[config.mk]
export PLATFORM = sky130hd
export DESIGN_NAME = internal_error_status_mask
export DESIGN_NICKNAME = d
export VERILOG_FILES = /design/src/internal_error_status_mask.v /design/src/sticky_flag.v /design/src/report_gate.v
export VERILOG_INCLUDE_DIRS = /design/src /design/src/src
export SDC_FILE = /design/constraint.sdc
export NUM_CORES = 1
export LEC_CHECK = 0
export ABC_AREA = 1
export ABC_CLOCK_PERIOD_IN_PS = 2370
export BUFFER_PORTS_ARGS = -buffer_cell sky130_fd_sc_hd__buf_2
export CAP_MARGIN = 15
export CORE_ASPECT_RATIO = 0.7
export CORE_MARGIN = 2
export CORE_UTILIZATION = 50
export CTS_CLUSTER_DIAMETER = 100
export DETAILED_ROUTE_END_ITERATION = 10
export GPL_TIMING_DRIVEN = 0
export PLACE_DENSITY = 0.74
export SYNTH_ARGS = -nofsm -noshare
export SYNTH_HDL_FRONTEND = slang
export SYNTH_HIERARCHICAL = 1
export SYNTH_SLANG_ARGS = --single-unit
[constraint.sdc]
create_clock -name pclk -period 2.37 [get_ports pclk]
set_input_delay 0.1185 -clock pclk [delete_from_list [all_inputs] [get_ports pclk]]
set_output_delay 0.1185 -clock pclk [all_outputs]
set_load 0.01 [all_outputs]
[src/internal_error_defs.vh]
`ifndef INTERNAL_ERROR_DEFS_VH
`define INTERNAL_ERROR_DEFS_VH

// Register byte offsets
`define IERR_CONTROL_OFFSET 12'h480
`define IERR_STATUS_OFFSET 12'h484
`define IERR_MASK_OFFSET 12'h488
`define IERR_SEVERITY_OFFSET 12'h48c

// Control register fields
`define IERR_CTL_ENABLE_BIT 0

// Status bit positions
`define IERR_IN_POSTED_TO 0
`define IERR_IN_NONPOSTED_TO 1
`define IERR_IN_COMPLETION_TO 2
`define IERR_OUT_POSTED_TO 4
`define IERR_OUT_NONPOSTED_TO 5
`define IERR_OUT_COMPLETION_TO 6
`define IERR_IN_DATA_SBE 7
`define IERR_IN_DATA_DBE 8
`define IERR_IN_CTRL_SBE 9
`define IERR_IN_CTRL_DBE 10
`define IERR_OUT_DATA_SBE 11
`define IERR_OUT_DATA_DBE 12
`define IERR_OUT_CTRL_SBE 13
`define IERR_OUT_CTRL_DBE 14
`define IERR_PATH_PARITY 15
`define IERR_UNRELIABLE_LINK 16
`define IERR_REPLAY_CTRL_SBE 17
`define IERR_REPLAY_CTRL_DBE 18

// Bits that exist in status, mask and severity; all others read zero
`define IERR_VALID_BITS 32'h0007fff7

// Reset values
`define IERR_CONTROL_RESET 32'h00000001
`define IERR_STATUS_RESET 32'h00000000
`define IERR_MASK_RESET 32'h00000000
`define IERR_SEVERITY_RESET 32'h00000011

`endif

[src/internal_error_status_mask.v]
// Decided for this implementation: the APB slave port.
`timescale 1ns/1ps
`include "internal_error_defs.vh"

// Notes on behaviour
// - Inbound posted, nonposted, completion time-outs set status bits 0, 1, 2.
// - Outbound posted, nonposted, completion time-outs set status bits 4, 5, 6.
// - Inbound data memory single/double ECC errors set bits 7 and 8.
// - Inbound control memory single/double ECC errors set bits 9 and 10.
// - Outbound data memory single/double ECC errors set bits 11 and 12.
// - Outbound control memory single/double ECC errors set bits 13 and 14.
// - End-to-end data path parity error sets bit 15.
// - Unreliable-link flag becoming set sets bit 16.
// - Replay control memory single/double ECC errors set bits 17 and 18.
// - Status at 0x484 is sticky, resets zero, write-one clears; bit 3, 31:19 zero.
// - Mask at 0x488 has one read/write bit per status bit, reset zero.
// - A set mask bit keeps its status bit from being reported.
// - Masking never blocks or alters status setting or its stored value.
// - Reporting happens only while enable bit 0 at 0x480 is one; resets one.
// - Unmasked set bit reports uncorrectable when its severity bit is one, else correctable.
// - Mask bits 14 to 18 exist too; bits 31:19 reserved.
module internal_error_status_mask #(
	parameter ADDR_WIDTH = 12
) (
	input wire pclk,
	input wire presetn,
	// APB slave
	input wire psel,
	input wire penable,
	input wire pwrite,
	input wire [ADDR_WIDTH-1:0] paddr,
	input wire [31:0] pwdata,
	output reg [31:0] prdata,
	output reg pready,
	output reg pslverr,
	// Error events from on-chip logic, same clock
	input wire in_posted_timeout,
	input wire in_nonposted_timeout,
	input wire in_completion_timeout,
	input wire out_posted_timeout,
	input wire out_nonposted_timeout,
	input wire out_completion_timeout,
	input wire in_data_single_err,
	input wire in_data_double_err,
	input wire in_ctrl_single_err,
	input wire in_ctrl_double_err,
	input wire out_data_single_err,
	input wire out_data_double_err,
	input wire out_ctrl_single_err,
	input wire out_ctrl_double_err,
	input wire path_parity_err,
	input wire unreliable_link_flag,
	input wire replay_ctrl_single_err,
	input wire replay_ctrl_double_err,
	// Requests toward the error reporting capability
	output wire aer_correctable_req,
	output wire aer_uncorrectable_req
);

	localparam [31:0] VALID = `IERR_VALID_BITS;
	// Offsets widened to 32 bits so the word slice stays legal for any bus width up to 32 bits
	localparam [31:0] CONTROL_BYTE = {20'h00000, `IERR_CONTROL_OFFSET};
	localparam [31:0] STATUS_BYTE = {20'h00000, `IERR_STATUS_OFFSET};
	localparam [31:0] MASK_BYTE = {20'h00000, `IERR_MASK_OFFSET};
	localparam [31:0] SEVERITY_BYTE = {20'h00000, `IERR_SEVERITY_OFFSET};
	localparam [ADDR_WIDTH-3:0] CONTROL_WORD = CONTROL_BYTE[ADDR_WIDTH-1:2];
	localparam [ADDR_WIDTH-3:0] STATUS_WORD = STATUS_BYTE[ADDR_WIDTH-1:2];
	localparam [ADDR_WIDTH-3:0] MASK_WORD = MASK_BYTE[ADDR_WIDTH-1:2];
	localparam [ADDR_WIDTH-3:0] SEVERITY_WORD = SEVERITY_BYTE[ADDR_WIDTH-1:2];

	reg internal_error_report_enable;
	reg [31:0] internal_error_mask;
	reg [31:0] internal_error_severity;
	reg link_flag_seen;
	reg next_report_enable;
	reg [31:0] next_mask;
	reg [31:0] next_severity;
	reg [31:0] read_word;
	reg next_pready;
	reg next_pslverr;
	reg [31:0] next_prdata;
	reg [3:0] sel_vec;

	wire [31:0] internal_error_status;
	wire [31:0] event_vec;
	wire [31:0] clear_vec;
	wire link_flag_rise;
	wire access;
	wire first_access;
	wire write_done;
	wire wr_control;
	wire wr_status;
	wire wr_mask;
	wire wr_severity;
	wire sel_control;
	wire sel_status;
	wire sel_mask;
	wire sel_severity;
	wire mapped;
	wire [ADDR_WIDTH-3:0] word_addr;
	wire [31:0] write_bits;

	// Decode ignores the byte lane bits; every register is one word
	assign word_addr = paddr[ADDR_WIDTH-1:2];
	always @* begin
		case (word_addr)
			CONTROL_WORD: sel_vec = 4'b0001;
			STATUS_WORD: sel_vec = 4'b0010;
			MASK_WORD: sel_vec = 4'b0100;
			SEVERITY_WORD: sel_vec = 4'b1000;
			default: sel_vec = 4'b0000;
		endcase
	end
	assign sel_control = sel_vec[0];
	assign sel_status = sel_vec[1];
	assign sel_mask = sel_vec[2];
	assign sel_severity = sel_vec[3];
	assign mapped = |sel_vec;

	// Access phase; pready is raised on its second cycle
	assign access = psel & penable;
	assign first_access = access & ~pready;
	assign write_done = access & pready & pwrite;
	assign wr_control = write_done & sel_control;
	assign wr_status = write_done & sel_status;
	assign wr_mask = write_done & sel_mask;
	assign wr_severity = write_done & sel_severity;
	// Reserved positions never store a one, so they always read back zero
	assign write_bits = pwdata & VALID;

	// Only a transition counts; a flag that stays set logs once
	assign link_flag_rise = unreliable_link_flag & ~link_flag_seen;

	always @(posedge pclk or negedge presetn) begin
		if (!presetn) begin
			link_flag_seen <= 1'b0;
		end else begin
			link_flag_seen <= unreliable_link_flag;
		end
	end

	// Buffer time-outs
	assign event_vec[`IERR_IN_POSTED_TO] = in_posted_timeout;
	assign event_vec[`IERR_IN_NONPOSTED_TO] = in_nonposted_timeout;
	assign event_vec[`IERR_IN_COMPLETION_TO] = in_completion_timeout;
	assign event_vec[3] = 1'b0;
	assign event_vec[`IERR_OUT_POSTED_TO] = out_posted_timeout;
	assign event_vec[`IERR_OUT_NONPOSTED_TO] = out_nonposted_timeout;
	assign event_vec[`IERR_OUT_COMPLETION_TO] = out_completion_timeout;

	// Memory ECC events
	assign event_vec[`IERR_IN_DATA_SBE] = in_data_single_err;
	assign event_vec[`IERR_IN_DATA_DBE] = in_data_double_err;
	assign event_vec[`IERR_IN_CTRL_SBE] = in_ctrl_single_err;
	assign event_vec[`IERR_IN_CTRL_DBE] = in_ctrl_double_err;
	assign event_vec[`IERR_OUT_DATA_SBE] = out_data_single_err;
	assign event_vec[`IERR_OUT_DATA_DBE] = out_data_double_err;
	assign event_vec[`IERR_OUT_CTRL_SBE] = out_ctrl_single_err;
	assign event_vec[`IERR_OUT_CTRL_DBE] = out_ctrl_double_err;

	// Data path and link events
	assign event_vec[`IERR_PATH_PARITY] = path_parity_err;
	assign event_vec[`IERR_UNRELIABLE_LINK] = link_flag_rise;
	assign event_vec[`IERR_REPLAY_CTRL_SBE] = replay_ctrl_single_err;
	assign event_vec[`IERR_REPLAY_CTRL_DBE] = replay_ctrl_double_err;
	assign event_vec[31:19] = 13'h0000;

	// Write-one-to-clear strobes, only at the completing edge
	assign clear_vec = wr_status ? pwdata : 32'h00000000;

	// Status bits take no mask input at all, so masking cannot touch them
	genvar i;
	generate
		for (i = 0; i < 32; i = i + 1) begin : status_bits
			if (VALID[i]) begin : live_bit
				sticky_flag u_flag (
					.pclk(pclk),
					.presetn(presetn),
					.set(event_vec[i]),
					.clear(clear_vec[i]),
					.q(internal_error_status[i])
				);
			end else begin : empty_bit
				assign internal_error_status[i] = 1'b0;
			end
		end
	endgenerate

	// Control register
	always @* begin
		next_report_enable = internal_error_report_enable;
		if (wr_control) begin
			next_report_enable = pwdata[`IERR_CTL_ENABLE_BIT];
		end
	end

	always @(posedge pclk or negedge presetn) begin
		if (!presetn) begin
			internal_error_report_enable <= 1'b1;
		end else begin
			internal_error_report_enable <= next_report_enable;
		end
	end

	// Mask register
	always @* begin
		next_mask = internal_error_mask;
		if (wr_mask) begin
			next_mask = write_bits;
		end
	end

	always @(posedge pclk or negedge presetn) begin
		if (!presetn) begin
			internal_error_mask <= `IERR_MASK_RESET;
		end else begin
			internal_error_mask <= next_mask;
		end
	end

	// Severity register
	always @* begin
		next_severity = internal_error_severity;
		if (wr_severity) begin
			next_severity = write_bits;
		end
	end

	always @(posedge pclk or negedge presetn) begin
		if (!presetn) begin
			internal_error_severity <= `IERR_SEVERITY_RESET;
		end else begin
			internal_error_severity <= next_severity;
		end
	end

	// Read mux; an unmapped word reads zero
	always @* begin
		case (sel_vec)
			4'b0001: read_word = {31'h00000000, internal_error_report_enable};
			4'b0010: read_word = internal_error_status;
			4'b0100: read_word = internal_error_mask;
			4'b1000: read_word = internal_error_severity;
			default: read_word = 32'h00000000;
		endcase
	end

	// APB answer: one wait state, read data captured in the first access cycle
	always @* begin
		next_pready = first_access;
		next_pslverr = first_access & ~mapped;
		next_prdata = 32'h00000000;
		if (first_access && !pwrite) begin
			next_prdata = read_word;
		end
	end

	// Data bus is zero outside the answer cycle so a stale word never leaks
	always @(posedge pclk or negedge presetn) begin
		if (!presetn) begin
			pready <= 1'b0;
			pslverr <= 1'b0;
			prdata <= 32'h00000000;
		end else begin
			pready <= next_pready;
			pslverr <= next_pslverr;
			prdata <= next_prdata;
		end
	end

	report_gate #(
		.WIDTH(32)
	) u_report (
		.pclk(pclk),
		.presetn(presetn),
		.enable(internal_error_report_enable),
		.status(internal_error_status),
		.mask(internal_error_mask),
		.severity(internal_error_severity),
		.correctable_req(aer_correctable_req),
		.uncorrectable_req(aer_uncorrectable_req)
	);

endmodule // internal_error_status_mask

[src/sticky_flag.v]
`timescale 1ns/1ps

// One write-one-to-clear status bit; a set in the clearing cycle wins
module sticky_flag (
	input wire pclk,
	input wire presetn,
	input wire set,
	input wire clear,
	output reg q
);

	always @(posedge pclk or negedge presetn) begin
		if (!presetn) begin
			q <= 1'b0;
		end else if (set) begin
			q <= 1'b1;
		end else if (clear) begin
			q <= 1'b0;
		end
	end

endmodule // sticky_flag

[src/report_gate.v]
`timescale 1ns/1ps

// Splits set, unmasked errors by severity into two report requests
module report_gate #(
	parameter WIDTH = 32
) (
	input wire pclk,
	input wire presetn,
	input wire enable,
	input wire [WIDTH-1:0] status,
	input wire [WIDTH-1:0] mask,
	input wire [WIDTH-1:0] severity,
	output reg correctable_req,
	output reg uncorrectable_req
);

	wire [WIDTH-1:0] live;

	assign live = status & ~mask;

	// Registered so the outputs leave from flops; costs one cycle of lag
	always @(posedge pclk or negedge presetn) begin
		if (!presetn) begin
			correctable_req <= 1'b0;
			uncorrectable_req <= 1'b0;
		end else begin
			correctable_req <= enable & (|(live & ~severity));
			uncorrectable_req <= enable & (|(live & severity));
		end
	end

endmodule // report_gate

Word level (Yosys, flattened, before mapping)
Cells that the tools add are included.

storage, ports and cells
  flip-flop bits (word level) = 92
  latch bits = 0
  bits in writable memories = 0
  ROM bits = 0
  bits of input ports = 67
  logic and storage cells = 118
  memories kept = 0

cells by class
  add/sub/neg operators = 0
  multipliers = 0
  div/mod/pow operators = 0
  magnitude comparators = 0
  equality and inequality tests = 8
  shift-type cells = 0
  mux-type cells = 40
  bitwise logic cells = 20
  reduce and logical (&&, ||, !) cells = 23

operators with widths
  cell                 number
  $pmux 19 s4          1
  $not 19->32          2
  $reduce_or 32->1     2
  $eq 10x9->1 const B  4
  $mux 19              2
  $mux 1               36
  $reduce_bool 2->1    18
  $and 19x32->32       1
  $and 32x19->32       1
  $and 32x32->32       1
  $pmux 4 s4           1
  $and 1x1->1          12
  $eq 4x1->1 const B   1
  $eq 4x2->1 const B   1
  $eq 4x3->1 const B   1
  $eq 4x4->1 const B   1
  $reduce_or 4->1      1
  $not 1->1            3
  $logic_and 1x1->1    1
  $logic_not 1->1      1

Longest topological paths before layout
  depth in word-level cells = 7
  depth in mapped cells = 10

Cells and area by module
Netlist, hierarchy kept.

modules (own cells, without submodules)
  module                      times used  cells an instance  area an instance (sq um)  sequential area each (sq um)
  internal_error_status_mask  1           355                3121.7                    1455.1
  report_gate                 1           167                819.5                     50.0
  sticky_flag                 18          5                  40.0                      25.0

Least setup slack after synthesis
Ideal clock, no wire load.

  path type = register to register
  start point = register pready
  end point = register status_bits[13].live_bit.u_flag.q
  setup time = 0.117 ns
  arrival time = 1.270 ns
  data required time = 2.253 ns
  path slack = 0.984 ns
  cell stages (with the launch flop) = 9
  path through = dfrtp_1 nand4_1 inv_1 nand4_4 buf_2 nor2_1 inv_1 nand2_1 nand2_1

on the way
  longest elaborated chain between the ends = 5

RTL lines
  element                      RTL line                          text
  from (decl)                  internal_error_status_mask.v:34   output reg pready,
  from (signal assigned)       internal_error_status_mask.v:265  pready <= next_pready;
  $and 1x1->1 (2 in series)    internal_error_status_mask.v:123  assign write_done = access & pready & pwrite;
  $and 1x1->1                  internal_error_status_mask.v:125  assign wr_status = write_done & sel_status;
  $mux 19                      internal_error_status_mask.v:169  assign clear_vec = wr_status ? pwdata : 32'h00000000;
  net clear_vec[13]            internal_error_status_mask.v:86   wire [31:0] clear_vec;
  $reduce_bool 2->1 (no line)  -
  to (signal assigned)         sticky_flag.v:14                  q <= 1'b0;
  to (signal assigned)         sticky_flag.v:16                  q <= 1'b1;
  to (signal assigned)         sticky_flag.v:18                  q <= 1'b0;
  to (decl)                    sticky_flag.v:9                   output reg q

The timed path passes the listed nets, and every way through them passes these cells.
A chain may end at the register's enable or synchronous reset.

Worst setup path after layout
  start point = register pready
  end point = register status_bits[10].live_bit.u_flag.q

on the way
  longest elaborated chain between the ends = 5

RTL lines
  element                      RTL line
  $and 1x1->1 (2 in series)    internal_error_status_mask.v:123
  $and 1x1->1                  internal_error_status_mask.v:125
  $mux 19                      internal_error_status_mask.v:169
  net clear_vec[10]            internal_error_status_mask.v:86
  $reduce_bool 2->1 (no line)  -
  to (signal assigned)         sticky_flag.v:14
  to (signal assigned)         sticky_flag.v:16
  to (signal assigned)         sticky_flag.v:18
  to (decl)                    sticky_flag.v:9

The timed path passes the listed nets, and every way through them passes these cells.

==> flow_summary.yaml <==
outcome:
  status: "finished, final reports clean"
global_routing:
  grt.overflow.total: 0
  grt_pass1_wl_um: 20700
  grt_max_degree: 67
  antenna_found_initial: 0
  grt_pass1_vias: 4458
  gr-usage-all-layers_pct: 26.28
clock_network:
  cts_buffers: 9
  clock-sinks: 78
  clkLatencyLatePin_ps: 350
  cts_max_path_buffers: 2
  htree_levels: 3
  path_clk_slew_ps: 60
  tritoncts: "built"
  cts-root-buf: "clkbuf_16"
final_layout:
  layout_commonest_cell: "nand2_1"
  finalCoreUtilization_pct: 65.85
  regArea_mm2: 0.001956
  final_cell_mix: "nand2_1 (139), inv_1 (116), conb_1 (84)"
  multi_input_area_mm2: 0.002317
  area_growth_pct: 28.13
  final_nets: 865
  insertedDiodeCount: 0
  final_cells: 927
  postLayoutCellArea_mm2: 0.005973
  fillers: 794
  drive_gt1_share_pct: 21.92
timing:
  period_share_pct: 70.90
  tightest_slew_ps: 721.6
  hold_viol: 0
  final.min_clock_period_ps: 1680
  whs_ps: 33.67
  setup_tns_ps: 0
  drv_slew: 0
  setup_viol: 0
  relSlewSlack_pct: 51.89
  fmax_ghz: 0.5951
  clock_skew_ps: 8.665
  rsz0062_at_grt: "false"
detailed_routing:
  via_per_inst: 4.923
  drcViolationCount: 0
  ant_nets: 0
  first_iter_violations: 481
  wl_per_cell_um: 13.58
  finalWirelength_um: 12590
  dr.pass1.iters: 6
  vias: 4564
synth:
  ys_types: 30
  syn_area_mm2: 0.004662
  ys.flop_type: "dfrtp_1"
  synth_cells: 612
  synth_edf_count: 0
  ys_warn_count: 6
  async_flop_share_pct: 100.0
  netlist.area_leader.share_pct: 40.26
  synth_top_cell_by_area: "dfrtp_1"
  ys_seq_area_share_pct: 41.95
  ys_ff_latch: 78
  synth.avg_cell_area_um2: 7.618
  synthTopCellsByArea: "dfrtp_1 (40%), nand2_1 (11%), inv_1 (9.3%)"
die:
  die_h_um: 84.79
  core_mm2: 0.009071
  dieWidth_um: 119.4
  fp.dieArea_mm2: 0.01012
  io_pins: 103
  num_rows: 29
  start_util_pct: 51.39
placed_design:
  portBuffers: 72
  dp.cells: 892
  gp_congestion: 0.8764
  post_dp_cell_area_mm2: 0.005519
  dpl.hpwl_um: 8802
critical_path:
  path_max_fanout: 10
  critPathKind: "reg2reg"
  cp-endpoint: "status_bits[10].live_bit.u_flag/q"
  max_stage_delay_ps: 390
  crit_arrival_ps: 1920
  crit_path_start: "pready"
  r2r-end: "status_bits[10].live_bit.u_flag/q"
  ff2ff_setup_slack_ps: 690
  critPathLaunchType: "flop"
  cp_slowest_cell: "dfrtp_1"
  r2r_cells: 8
  worst_ep_required_time_ps: 2610
  r2r_start: "pready"
  path_cells: "nand4_1 > inv_1 > nand4_4 > buf_2 > nor2_1 > inv_1 > nand2_1 > nand2_1"
  critical_path.endpoint_type: "flop"
worst_hold_path:
  hp-class: "in2reg"
flow_run:
  drv_cap: 0
power_and_ir_drop:
  p_leak_nw: 3.333
  power.density_mw_per_mm2: 483.7
  ir_drop_mv: 0.3247
## flip-flops by register name (all words and copies together) (netlist names)
| signal | cells |
|---|---|
| internal_error_mask | 18 |
| internal_error_report_enable | 1 |
| internal_error_severity | 18 |
| link_flag_seen | 1 |
| prdata | 18 |
| pready | 1 |
| pslverr | 1 |
| status_bits.live_bit.u_flag/q | 18 |
| u_report/correctable_req | 1 |
| u_report/uncorrectable_req | 1 |
## cell families (layout without fill, tap and decap cells)
group                  count (synthesis)  count (layout)  share of synthesized area [%]
other                                  1              84                        0.08044
flip-flops                            78              78                          41.95
AND/OR/NAND/NOR                      332             332                          35.48
buffers and inverters                157             265                          15.03
AO/OA/AOI/OAI                         44              44                          7.461
## stage by stage
step	total power [mW]	worst slack, ps
3_5_place_dp	1.614	687.6
2_1_floorplan	1.509	983.7
3_3_place_gp	1.603	674.9
6_report	2.889	689.6
4_1_cts	2.894	687.4
5_1_grt	2.996	544.8
## layout make-up
cell class	count	area share, %
plain buffers	32	3.749
well taps	124	2.597
repair buffers	92	9.719
clock buffers	14	4.252
flip-flops and latches	78	32.74
clock inverters	2	0.1676
inverters	125	7.981
multi-input cells	460	38.79
## per-layer routing
layer	up-vias	track usage [%]	wire length, um
li1	2215	-	-
met1	2080	33.97	5108
met2	233	43.21	5926
met3	36	7.473	1292
met4	0	8.128	266
met5	-	0	0
## Yosys cell counts, types with 4 or more instances
cell,number
nand3b_1,21
inv_1,116
buf_4,16
buf_2,11
dfrtp_1,75
inv_2,4
o21ai_1,7
nand3_1,64
nand4_1,45
nor2_1,45
o21ai_2,34
buf_6,4
nand2_1,139
## report_power, final
group	leakage [nW]	switching (mW)	internal, mW
combinational	2.22	0.179	0.109
clock	0.131	0.528	0.735
sequential	0.981	0.00205	1.34
## worst max-delay path: cells and delay by family (launching register included)
family                 cells  cell delay [ps]
and+or+nand+nor            5              600
buffers and inverters      3              590
DFF                        1              390
## worst min path at each step
stage	from	endpoint	cells after the start
2_1_floorplan	presetn	internal_error_mask[0]	0
6_report	penable	pslverr	3
4_1_cts	penable	pslverr	3
3_3_place_gp	unreliable_link_flag	link_flag_seen	1
5_1_grt	penable	pslverr	3
3_5_place_dp	presetn	prdata[18]	1
## what timing repair did
item,4_1_cts,5_1_grt
hold buffers,19,0
setup buffers,0,0
hold endpoints to repair,93,0
resized for setup,0,0
Power figures use the tool's default switching activity.
